--- src/common/rxqwm_map.svh ---
/*
  Register offsets, field positions and reset values of the receive-queue
  watermark and frame-tally block. Assumes byte addressing on the host bus.
*/
`ifndef RXQWM_MAP_SVH
`define RXQWM_MAP_SVH
`define RXQWM_LOW_OFS        12'h01B0
`define RXQWM_HIGH_OFS       12'h01B2
`define RXQWM_OVR_OFS        12'h01B4
`define RXQWM_TALLY_OFS      12'h01B8
`define RXQWM_LOW_RST        12'h0600
`define RXQWM_HIGH_RST       12'h0400
`define RXQWM_OVR_RST        12'h0040
`define RXQWM_TALLY_LSB      8
`define RXQWM_TALLY_MSB      15
`define RXQWM_RX_IRQ_BIT     13
`endif

--- src/common/rxqwm_pkg.sv ---
/*
  Types for the receive-queue watermark block. Shared by design and bench.
*/
package rxqwm_pkg;
  typedef logic [11:0] rxqwm_dw_t;
  typedef struct packed
  {
    logic low;
    logic high;
    logic overrun;
  } rxqwm_fc_s;
endpackage

--- src/verilog/rxqwm_regs.sv ---
/*
  Receive-queue watermark thresholds and received-frame tally registers.
  Assumes a synchronous 16-bit host register port with one-cycle read and
  write strobes, and a queue manager that supplies free space and frame count.
  A tally width other than 8 changes the tally register layout.
*/
`timescale 1ns/1ns
`include "rxqwm_map.svh"
// What this block does
// - a 12-bit read-write high threshold in double words resets to 0x400.
// - a 12-bit read-write overrun threshold in double words resets to 0x040.
// - bits 15 to 8 of the tally register report received frames held in the buffer.
// - the tally refreshes when the host writes one to a set receive interrupt bit 13.
// - a 12-bit read-write low threshold in double words resets to 0x600.
module rxqwm_regs
  import rxqwm_pkg::*;
#(
  parameter int TALLY_W = 8
)
(
  input  wire logic               clk_i,          // 100 MHz clock
  input  wire logic               resetn_i,       // async reset, active low
  input  wire logic               ce_i,           // clock enable, freezes state
  input  wire logic [11:0]        addr_i,         // byte address
  input  wire logic               wr_i,           // write strobe
  input  wire logic               rd_i,           // read strobe
  input  wire logic [15:0]        wdata_i,        // write data
  output logic      [15:0]        rdata_o,        // registered read data
  input  wire logic               rx_irq_set_i,   // current state of status bit 13
  input  wire logic               isr_wr_i,       // host write to status register
  input  wire logic [15:0]        isr_wdata_i,    // data of that write
  input  wire logic [TALLY_W-1:0] frames_held_i,  // live frame count in buffer
  input  wire rxqwm_dw_t          free_dw_i,      // free space in double words
  output rxqwm_fc_s               fc_o            // registered flow-control flags
);

  ////////////////////////////////////////////////////////////////////////
  rxqwm_dw_t          low_thr;
  rxqwm_dw_t          high_thr;
  rxqwm_dw_t          ovr_thr;
  logic [TALLY_W-1:0] tally;
  logic [7:0]         tally_spare;

  wire logic hit_low   = addr_i == `RXQWM_LOW_OFS;
  wire logic hit_high  = addr_i == `RXQWM_HIGH_OFS;
  wire logic hit_ovr   = addr_i == `RXQWM_OVR_OFS;
  wire logic hit_tally = addr_i == `RXQWM_TALLY_OFS;
  // refresh only when the interrupt is pending and being acknowledged
  wire logic refresh   = rx_irq_set_i && isr_wr_i && isr_wdata_i[`RXQWM_RX_IRQ_BIT];
  rxqwm_fc_s next_fc;
  logic [15:0] next_rdata;

  // equal counts as a hit so the flag is up the moment the mark is reached
  function automatic logic at_or_below(input rxqwm_dw_t space, input rxqwm_dw_t mark);
    at_or_below = space <= mark;
  endfunction

  assign next_fc.low     = at_or_below(free_dw_i, low_thr);
  assign next_fc.high    = at_or_below(free_dw_i, high_thr);
  assign next_fc.overrun = at_or_below(free_dw_i, ovr_thr);

  // reserved threshold bits read as zero
  wire logic [15:0] low_word   = {4'h0, low_thr};
  wire logic [15:0] high_word  = {4'h0, high_thr};
  wire logic [15:0] ovr_word   = {4'h0, ovr_thr};
  wire logic [15:0] tally_word = {tally, tally_spare};
  assign next_rdata = hit_low   ? low_word :
                      hit_high  ? high_word :
                      hit_ovr   ? ovr_word :
                      hit_tally ? tally_word : 16'h0000;

  ////////////////////////////////////////////////////////////////////////
  always_ff @(posedge clk_i or negedge resetn_i)
  begin
    if (!resetn_i)
    begin
      low_thr     <= `RXQWM_LOW_RST;
      high_thr    <= `RXQWM_HIGH_RST;
      ovr_thr     <= `RXQWM_OVR_RST;
      tally       <= '0;
      tally_spare <= 8'h00;
      fc_o        <= '0;
      rdata_o     <= 16'h0000;
    end
    else if (ce_i)
    begin
      if (wr_i && hit_low)   low_thr  <= wdata_i[11:0];
      if (wr_i && hit_high)  high_thr <= wdata_i[11:0];
      if (wr_i && hit_ovr)   ovr_thr  <= wdata_i[11:0];
      if (wr_i && hit_tally) tally_spare <= wdata_i[7:0];
      // snapshot so the host sees a stable count while draining headers
      if (refresh)           tally <= frames_held_i;
      fc_o <= next_fc;
      if (rd_i)              rdata_o <= next_rdata;
    end
  end

  ////////////////////////////////////////////////////////////////////////
  property p_high_reset;
    @(posedge clk_i) $rose(resetn_i) |-> high_thr == `RXQWM_HIGH_RST;
  endproperty
  a_high_reset: assert property (p_high_reset) else $error("high threshold reset wrong");

  property p_ovr_reset;
    @(posedge clk_i) $rose(resetn_i) |-> ovr_thr == `RXQWM_OVR_RST;
  endproperty
  a_ovr_reset: assert property (p_ovr_reset) else $error("overrun threshold reset wrong");

  property p_low_reset;
    @(posedge clk_i) $rose(resetn_i) |-> low_thr == `RXQWM_LOW_RST;
  endproperty
  a_low_reset: assert property (p_low_reset) else $error("low threshold reset wrong");

  property p_high_write;
    @(posedge clk_i) disable iff (!resetn_i)
      ce_i && wr_i && hit_high |=> high_thr == $past(wdata_i[11:0]);
  endproperty
  a_high_write: assert property (p_high_write) else $error("high threshold not written");

  property p_tally_read;
    @(posedge clk_i) disable iff (!resetn_i)
      ce_i && rd_i && hit_tally |=> rdata_o[15:8] == $past(tally);
  endproperty
  a_tally_read: assert property (p_tally_read) else $error("tally read wrong");

  property p_refresh;
    @(posedge clk_i) disable iff (!resetn_i)
      ce_i && refresh |=> tally == $past(frames_held_i);
  endproperty
  a_refresh: assert property (p_refresh) else $error("tally not refreshed");

  property p_hold;
    @(posedge clk_i) disable iff (!resetn_i)
      !refresh |=> $stable(tally);
  endproperty
  a_hold: assert property (p_hold) else $error("tally changed without ack");

  property p_overrun_flag;
    @(posedge clk_i) disable iff (!resetn_i)
      ce_i |=> fc_o.overrun == ($past(free_dw_i) <= $past(ovr_thr));
  endproperty
  a_overrun_flag: assert property (p_overrun_flag) else $error("overrun flag wrong");

  property p_high_flag;
    @(posedge clk_i) disable iff (!resetn_i)
      ce_i |=> fc_o.high == ($past(free_dw_i) <= $past(high_thr));
  endproperty
  a_high_flag: assert property (p_high_flag) else $error("high flag wrong");

  property p_low_flag;
    @(posedge clk_i) disable iff (!resetn_i)
      ce_i |=> fc_o.low == ($past(free_dw_i) <= $past(low_thr));
  endproperty
  a_low_flag: assert property (p_low_flag) else $error("low flag wrong");

  // remaining write paths
  property p_ovr_write;
    @(posedge clk_i) disable iff (!resetn_i)
      ce_i && wr_i && hit_ovr |=> ovr_thr == $past(wdata_i[11:0]);
  endproperty
  a_ovr_write: assert property (p_ovr_write) else $error("overrun threshold not written");

  property p_low_write;
    @(posedge clk_i) disable iff (!resetn_i)
      ce_i && wr_i && hit_low |=> low_thr == $past(wdata_i[11:0]);
  endproperty
  a_low_write: assert property (p_low_write) else $error("low threshold not written");

  property p_spare_write;
    @(posedge clk_i) disable iff (!resetn_i)
      ce_i && wr_i && hit_tally |=> tally_spare == $past(wdata_i[7:0]);
  endproperty
  a_spare_write: assert property (p_spare_write) else $error("tally spare byte not written");

  // read-back framing and refused acknowledges
  property p_thr_read;
    @(posedge clk_i) disable iff (!resetn_i)
      ce_i && rd_i && (hit_low || hit_high || hit_ovr) |=> rdata_o[15:12] == 4'h0;
  endproperty
  a_thr_read: assert property (p_thr_read) else $error("threshold upper bits not zero");

  property p_refresh_refused;
    @(posedge clk_i) disable iff (!resetn_i)
      ce_i && isr_wr_i && !rx_irq_set_i |=> $stable(tally);
  endproperty
  a_refresh_refused: assert property (p_refresh_refused) else $error("tally moved on refused ack");

  // values right after reset release
  property p_tally_reset;
    @(posedge clk_i) $rose(resetn_i) |-> tally == '0;
  endproperty
  a_tally_reset: assert property (p_tally_reset) else $error("tally reset wrong");

  property p_fc_reset;
    @(posedge clk_i) $rose(resetn_i) |-> fc_o == '0;
  endproperty
  a_fc_reset: assert property (p_fc_reset) else $error("flow flags reset wrong");

  // a low enable must freeze every register, read data included; tally_spare is left out of this check
  property p_freeze;
    @(posedge clk_i) disable iff (!resetn_i)
      !ce_i |=> $stable(low_thr) && $stable(high_thr) && $stable(ovr_thr) && $stable(tally)
                && $stable(rdata_o) && $stable(fc_o);
  endproperty
  a_freeze: assert property (p_freeze) else $error("state moved while enable low");

  property p_rdata_hold;
    @(posedge clk_i) disable iff (!resetn_i)
      ce_i && !rd_i |=> $stable(rdata_o);
  endproperty
  a_rdata_hold: assert property (p_rdata_hold) else $error("read data moved without read");

  ////////////////////////////////////////////////////////////////////////
  // main scenarios seen at least once
  c_refresh:  cover property (@(posedge clk_i) disable iff (!resetn_i) ce_i && refresh);
  c_low_only: cover property (@(posedge clk_i) disable iff (!resetn_i) fc_o.low && !fc_o.high);
  c_frozen:   cover property (@(posedge clk_i) disable iff (!resetn_i) !ce_i && wr_i);
  c_overrun:  cover property (@(posedge clk_i) disable iff (!resetn_i) fc_o.overrun);
  c_rd_tally: cover property (@(posedge clk_i) disable iff (!resetn_i) ce_i && rd_i && hit_tally);
endmodule

--- config.mk ---
export PLATFORM = sky130hd
export DESIGN_NAME = rxqwm_regs
export DESIGN_NICKNAME = d
export VERILOG_FILES = /design/src/common/rxqwm_pkg.sv /design/src/verilog/rxqwm_regs.sv
export VERILOG_INCLUDE_DIRS = /design/src /design/src/common
export SDC_FILE = /design/constraint.sdc
export NUM_CORES = 1
export LEC_CHECK = 0
export ABC_AREA = 1
export BUFFER_PORTS_ARGS = -buffer_cell sky130_fd_sc_hd__buf_2
export CORE_MARGIN = 1
export CORE_UTILIZATION = 35
export DETAILED_ROUTE_END_ITERATION = 16
export GPL_TIMING_DRIVEN = 0
export SETUP_SLACK_MARGIN = 0.02
export SLEW_MARGIN = 20
export SYNTH_ARGS = -nofsm -noshare
export SYNTH_HDL_FRONTEND = slang
export SYNTH_SLANG_ARGS = --single-unit
export TNS_END_PERCENT = 20
--- constraint.sdc ---
create_clock -name clk_i -period 2.1 [get_ports clk_i]
set_input_delay 0.105 -clock clk_i [delete_from_list [all_inputs] [get_ports clk_i]]
set_output_delay 0.105 -clock clk_i [all_outputs]
set_load 0.1 [all_outputs]
### Yosys cells after proc, flatten, opt, wreduce, memory -nomap -nowiden

Cells that the tools add are included.

* $lt $le $gt $ge: 3
* equality and inequality tests: 4
* mux-type cells: 4
* reductions and logical operators: 12

Operators by type and width (count)
* $mux W16: 4
* $eq A12 B9 Y1 const B: 4
* $le A12 B12 Y1: 3
* $reduce_and A2 Y1: 6
* $logic_and A1 B1 Y1: 6

* bits in registers: 71
* input port bits: 71
* output and inout port bits: 19
* word-level logic and storage cells: 32

### Longest topological paths before layout

Gate-level depths: netlist of the first run.

* word-level depth: 5
* depth in mapped cells: 10
* depth with buffers taken out: 9

### Worst setup path after synthesis of the first run

OpenSTA, ideal clock, no wires.

* path kind: flip-flop to flip-flop
* start: reg high_thr[10]
* end: reg fc_o[1] (netlist name)
* library setup time: 0.078 ns
* arrival: 1.351 ns
* data required time: 2.022 ns
* path slack: 0.671 ns
* stages on the path, launching flop included: 9
* buffers on the path: 0
* period minus slack after synthesis: 1.429 ns
* cells stage by stage: dfstp_2 > inv_1 > ha_1 > nand2_1 > nor2_1 > nand2b_1 > o21ai_0 > inv_1 > a21oi_1

* longest elaborated chain between the ends: 1

RTL lines
* start: declaration: RTL line rxqwm_regs.sv:39 `rxqwm_dw_t high_thr;`
* start signal: assignment: RTL line rxqwm_regs.sv:78 `` high_thr <= `RXQWM_HIGH_RST; ``
* start signal: assignment: RTL line rxqwm_regs.sv:88 `if (wr_i && hit_high) high_thr <= wdata_i[11:0];`
* $le A12 B12 Y1: RTL line rxqwm_regs.sv:55 `at_or_below = space <= mark;`
* end signal: assignment: RTL line rxqwm_regs.sv:93 `fc_o <= next_fc;`
* end: declaration: RTL line rxqwm_regs.sv:34 `output rxqwm_fc_s fc_o`

Every way passes these cells.
A chain may end at the register's enable or synchronous reset.

### Worst setup path after layout of the first run

* start: reg ovr_thr[6]
* end: reg fc_o[0] (netlist name)

* longest elaborated chain between the ends: 1

RTL lines
* start: declaration: RTL line rxqwm_regs.sv:40 `rxqwm_dw_t ovr_thr;`
* start signal: assignment: RTL line rxqwm_regs.sv:79 `` ovr_thr <= `RXQWM_OVR_RST; ``
* start signal: assignment: RTL line rxqwm_regs.sv:89 `if (wr_i && hit_ovr) ovr_thr <= wdata_i[11:0];`
* $le A12 B12 Y1: RTL line rxqwm_regs.sv:55

Every way passes these cells.

==> results of run 1 <==
[layout make-up]
cell class                      count  share of cell area [%]
Sequential cell                    71                    34.2
Multi-Input combinational cell    358                    40.9
Clock buffer                       12                    4.53
Tap cell                          147                    3.53
Clock inverter                      4                   0.911
Timing Repair Buffer               75                    8.16
Buffer                             16                    2.28
Inverter                           77                    5.54
[synthesized netlist by cell type, types with 8 or more instances]
cell type,count,area share [%]
ha_1,36,10
a21oi_1,19,2.2
inv_1,75,6.5
o21ai_2,24,4.9
dfrtp_1,67,39
buf_2,8,0.93
o21ai_1,16,1.9
nand3_1,17,2.0
o21ai_0,21,2.4
nand4_1,40,5.8
nand2_1,130,11
nor2_1,24,2.1
[what timing repair did]
item,CTS,global route
hold endpoints to repair,71,0
hold buffers,5,0
gates resized for setup,0,0
[metal layers]
metal | vias to the layer above | track usage, %
li1 | 1897 | -
met1 | 1815 | 25.4
met2 | 100 | 33.3
met3 | 12 | 3.59
met4 | 0 | 4.82
met5 | - | 0
[cells by family (layout without fill, tap and decap cells)]
group | after synthesis | after routing | synth area share [%]
and+or+nand+nor | 235 | 235 | 26.0
muxes | 4 | 4 | 1.04
adders and majority gates | 36 | 36 | 10.4
buffers and inverters | 93 | 184 | 9.44
DFF | 71 | 71 | 41.2
AOI/OAI and AO/OA | 83 | 83 | 11.9
[sequential cells by signal, indices dropped and copies added (netlist names)]
| signal | cells |
|---|---|
| high_thr | 12 |
| fc_o | 3 |
| tally_spare | 8 |
| low_thr | 12 |
| rdata_o | 16 |
| tally | 8 |
| ovr_thr | 12 |
[metrics by stage]
stage | worst slack, ns | utilization (%) | instance area, µm² | hold WS (ns)
floorplan | 0.671 | - | 4320 | -0.191
global placement | 0.528 | 40.4 | 4850 | 0.321
detailed placement | 0.512 | 40.6 | 4880 | -0.0254
CTS | 0.504 | 43.4 | 5220 | 0.00708
global route | 0.289 | 43.4 | 5220 | 0.00219
finish | 0.484 | 43.4 | 5220 | 0.0141
[critical path, stage by stage, from the launching register on]
cell and delay [ns]:
dfstp_2 0.57, inv_1 0.05, ha_1 0.29, nand2_1 0.05, o21ai_0 0.28, nand2_1 0.11, nand3_1 0.10, a21oi_1 0.06
[power groups by stage]
stage	registers (mW)	logic, mW	clock network (mW)
floorplan	1.54	0.180	0
global route	1.45	0.476	1.55
CTS	1.44	0.432	1.49
finish	1.44	0.427	1.46
global placement	1.46	0.404	0
detailed placement	1.47	0.423	0
[how the worst min path moves through the flow]
stage,slack (ns),start,endpoint,cells past startpoint
final,0.01,frames_held_i[0],tally[0],2
after floorplan,-0.19,resetn_i,fc_o[0],0
after CTS,0.007,frames_held_i[0],tally[0],2
after global placement,0.32,frames_held_i[6],tally[6],3
after detailed placement,-0.03,resetn_i,rdata_o[1],1
after global routing,0.002,frames_held_i[0],tally[0],2
==> flow_summary.json, run 1 <==
{
  "syn_to_final_growth_pct": 20.7,
  "final_common_cell": "nand2_1",
  "total_power_mw": 3.33,
  "power.internal_mw": 2.47,
  "r2r_slack_ns": 0.48,
  "fillers": 1229,
  "outcome": "complete, no violations",
  "maxSlewHeadroom_pct": 56.5,
  "fmax_mhz": 619,
  "top_layer": "met4",
  "io_pins": 90,
  "setup_viol": 0,
  "cap_violations": 0,
  "fin_setup_tns_ns": 0,
  "m1WireLength_um": 5230,
  "first_global_vias": 3716,
  "cts_buffer_depth": 2,
  "slew_violations": 0,
  "rr_worst_depth": 7,
  "stdcell_count": 760,
  "regArea_mm2": 0.00178,
  "pwr-share-seq_pct": 43.3,
  "dieHeight_um": 113,
  "peakVddDrop_mv": 0.290,
  "arrival_ns": 1.83,
  "cp.required_ns": 2.32,
  "rows": 40,
  "met3_length_um": 554,
  "cp-start-kind": "register",
  "worstMarginPinSlew_ns": 0.650,
  "syn_area_mm2": 0.00432,
  "gr-usage-all-layers_pct": 19.5,
  "criticalPathCategory": "reg2reg",
  "synth-edff-count": 0,
  "critPathMaxFanout": 3,
  "ant_nets": 0,
  "num-nets-final": 715,
  "hpwl_um": 9270,
  "switching_share_pct": 26.0,
  "finClkSkew_ns": 0.00621,
  "drt-initial-drc-count": 183,
  "period_minus_slack_ns": 1.62,
  "endpoint_kind": "register",
  "antenna_found_initial": 0,
  "crit_path_start": "ovr_thr[6]",
  "syn_area_per_cell_um2": 8.28,
  "drive_gt1_share_pct": 24.5,
  "wl_per_cell_um": 15.4,
  "clk_pin_slew_ns": 0.06,
  "yosysSeqAreaShare_pct": 41.2,
  "pwr-share-clk_pct": 43.9,
  "p_switching_mw": 0.866,
  "start_util_pct": 36.0,
  "place_inst": 739,
  "crit_path_end": "fc_o[0]",
  "h-tree-depth": 3,
  "drtPass1Iterations": 4,
  "core_area_mm2": 0.0120,
  "cts_made_buffers": 9,
  "layout_common_cells": "130 x nand2_1, 76 x buf_2, 75 x inv_1, 67 x dfrtp_1, 40 x nand4_1",
  "rsz0062_at_grt": "no",
  "io_buffers": 69,
  "synth-async-reset-ratio_pct": 100,
  "multi_input_area_mm2": 0.00213,
  "power.leakage_nw": 2.62,
  "syn-num-nets": 629,
  "synth_cell_types": 27,
  "synthCells": 522,
  "drcViolationCount": 0,
  "cts-root-buf": "clkbuf_16",
  "place_congestion": 0.885,
  "postCtsSetupBuffers": 0,
  "hp-class": "in2reg",
  "die_area_mm2": 0.0128,
  "post-route-period-util_pct": 77.0,
  "hold_viol": 0,
  "synth-main-ff-cell": "dfrtp_1",
  "cts_tree": "built",
  "grt_overflow": 0,
  "grt_pass1_wl_um": 19000,
  "num_vias": 3824,
  "timing.rr.end": "fc_o[0]",
  "die_width_um": 113,
  "grt_max_degree": 60,
  "combinationalPowerShare_pct": 12.8,
  "power_density_mw_per_mm2": 639,
  "clk_latency_ns": 0.33,
  "antenna_cells": 0,
  "wl_met2_um": 5810,
  "synth_warnings": 0,
  "synth_seq_cells": 71,
  "wirelength_um": 11700,
  "via_per_inst": 5.03,
  "cts.sinks": 71,
  "rr_startpoint": "ovr_thr[6]"
}
Note: power is estimated with default switching activity, not from simulation.
==> run 2, diff against run 1 <==
==> constraint.sdc (replaced) <==
create_clock -name clk_i -period 1.4 [get_ports clk_i]
set_input_delay 0.07 -clock clk_i [delete_from_list [all_inputs] [get_ports clk_i]]
set_output_delay 0.07 -clock clk_i [all_outputs]
set_load 0.1 [all_outputs]
==> run 2 against run 1 <==
- the run now ends with negative setup slack left
- setup slack lost 0.61 ns
- critical path depth up 2
- sequential power increased by 50%
- core utilization is 1.4 points higher
- non-clock buffer count up 10
- first-iteration DRC count grew 9.8%
- critical endpoint is now fc_o[2]
==> flow_summary.json, run 2 (synthesis results as in run 1) <==
{
  "layout_common_cells": "126 x nand2_1, 76 x buf_2, 71 x inv_1, 67 x dfrtp_1, 40 x nand4_1",
  "cap_violations": 0,
  "hpwl_um": 9310,
  "drcViolationCount": 0,
  "switching_share_pct": 27.4,
  "combinationalPowerShare_pct": 13.8,
  "maxSlewHeadroom_pct": 59.2,
  "start_util_pct": 36.0,
  "cts_buffer_depth": 2,
  "grt_overflow": 0,
  "largest_reg_flops": 16,
  "path_cells": "inv_2 -> ha_4 -> nand2_2 -> nor2_2 -> nand2b_1 -> inv_1 -> nand2_1 -> nand3_1 -> a21oi_1",
  "drt-initial-drc-count": 201,
  "peakVddDrop_mv": 0.532,
  "top_register": "rdata_o",
  "hp-class": "in2reg",
  "clk_pin_slew_ns": 0.06,
  "rsz0062_at_grt": "yes",
  "critPathMaxFanout": 2,
  "num_vias": 3891,
  "p_switching_mw": 1.36,
  "rr_worst_depth": 9,
  "hold_path_depth": 3,
  "critPathSlowestCell": "dfstp_2",
  "criticalPathCategory": "reg2reg",
  "fin_setup_tns_ns": -0.222,
  "critPathMaxStageDelay_ns": 0.53,
  "io_buffers": 69,
  "wl_per_cell_um": 15.4,
  "antenna_cells": 0,
  "h-tree-depth": 3,
  "path_buf_inv": 2,
  "power_density_mw_per_mm2": 918,
  "fmax_mhz": 656,
  "ant_nets": 0,
  "syn_to_final_growth_pct": 24.7,
  "drive_gt1_share_pct": 28.9,
  "via_per_inst": 5.05,
  "endpoint_kind": "register",
  "die_area_mm2": 0.0128,
  "first_global_vias": 3908,
  "num-nets-final": 725,
  "pwr-share-seq_pct": 43.6,
  "io_pins": 90,
  "power.leakage_nw": 2.68,
  "gr-usage-all-layers_pct": 19.5,
  "post-route-period-util_pct": 109,
  "core_area_mm2": 0.0120,
  "cts-root-buf": "clkbuf_16",
  "worstMarginPinSlew_ns": 0.610,
  "period_minus_slack_ns": 1.52,
  "cp-start-kind": "register",
  "cts.sinks": 71,
  "cp.required_ns": 1.62,
  "grt_pass1_wl_um": 19200,
  "place_congestion": 0.888,
  "clk_latency_ns": 0.33,
  "cts_tree": "built",
  "power.internal_mw": 3.59,
  "crit_family": "flip-flops",
  "rows": 40,
  "violations": "negative setup slack",
  "slew_violations": 0,
  "finClkSkew_ns": 0.00660,
  "final_common_cell": "nand2_1",
  "antenna_found_initial": 0,
  "path_depth": 9,
  "hold_viol": 0,
  "die_width_um": 113,
  "pwr-share-clk_pct": 42.6,
  "grt_max_degree": 43,
  "setup_viol": 3,
  "drtPass1Iterations": 5,
  "outcome": "finished, violations left",
  "dieHeight_um": 113,
  "holdWs_ns": 0.0291,
  "cts_made_buffers": 9,
  "arrival_ns": 1.74,
  "worst_slack_ns": -0.125,
  "wirelength_um": 11800
}
run 2: cell types whose count changed in the layout (fill, tap and decap cells not counted), sizes merged:
cell	change
buf	+6
bufinv	-1
clkbuf	-1
clkinv	+1
clkinvlp	+1
dlygate4sd3	+4
run 2: per-stage QoR:
stage / power, mW / util (%) / cells / worst slack [ns] / cell area, µm²
finish: 4.95 / 44.9 / 770 / -0.125 / 5390
global route: 5.15 / 44.9 / 770 / -0.188 / 5390
CTS: 4.97 / 44.4 / 769 / -0.0988 / 5330
detailed placement: 2.84 / 40.7 / 739 / -0.156 / 4890
global placement: 2.80 / 40.5 / 738 / -0.161 / 4860
floorplan: 2.58 / - / 522 / 0.0136 / 4340
run 2: repair_timing:
| item | 4_1_cts | 5_1_grt |
|---|---|---|
| hold buffers | 9 | 0 |
| pin swaps | 8 | 8 |
| endpoints found under the hold margin | 37 | 0 |
| buffers inserted | 5 | 1 |
| setup endpoints to repair | 3 | 3 |
| gates resized for setup | 9 | 15 |
run 2: final cells by class:
| class | count | area (µm²) |
|---|---|---|
| well taps | 147 | 184 |
| multi-input cells | 358 | 2240 |
| fillers | 1220 | 6620 |
| plain buffers | 16 | 119 |
| clock inverters | 5 | 33.8 |
| repair buffers | 85 | 503 |
| inverters | 77 | 289 |
| flip-flops and latches | 71 | 1780 |
| clock buffers | 11 | 243 |
run 2: path summary, 6_finish.rpt:
kind / start / endpoint / slack, ns
min in group asynchronous: resetn_i / rdata_o[13] / 0.21
max reg2reg: low_thr[9] / fc_o[2] / -0.12
min reg2reg: rdata_o[11] / rdata_o[11] / 0.48
max: low_thr[9] / fc_o[2] / -0.12
max in group asynchronous: resetn_i / low_thr[10] / 0.56
min: wdata_i[9] / low_thr[9] / 0.03
run 2: power groups by stage:
stage          logic, mW  clock network [mW]  registers, mW
6_report           0.684                2.11           2.16
5_1_grt            0.762                2.23           2.16
3_3_place_gp       0.608                   0           2.20
2_1_floorplan      0.272                   0           2.31
3_5_place_dp       0.640                   0           2.20
4_1_cts            0.672                2.14           2.16
run 2: layer usage:
metal / track usage [%] / up-vias / wire length [µm]
met5: 0 / - / 0
met4: 5.88 / 0 / 301
met2: 31.9 / 91 / 5650
li1: - / 1920 / -
met1: 25.9 / 1857 / 5280
met3: 4.02 / 23 / 614
run 2: tightest hold or removal path: stages:
cell and delay (ns):
buf_2 0.10, inv_1 0.11, o21ai_2 0.07
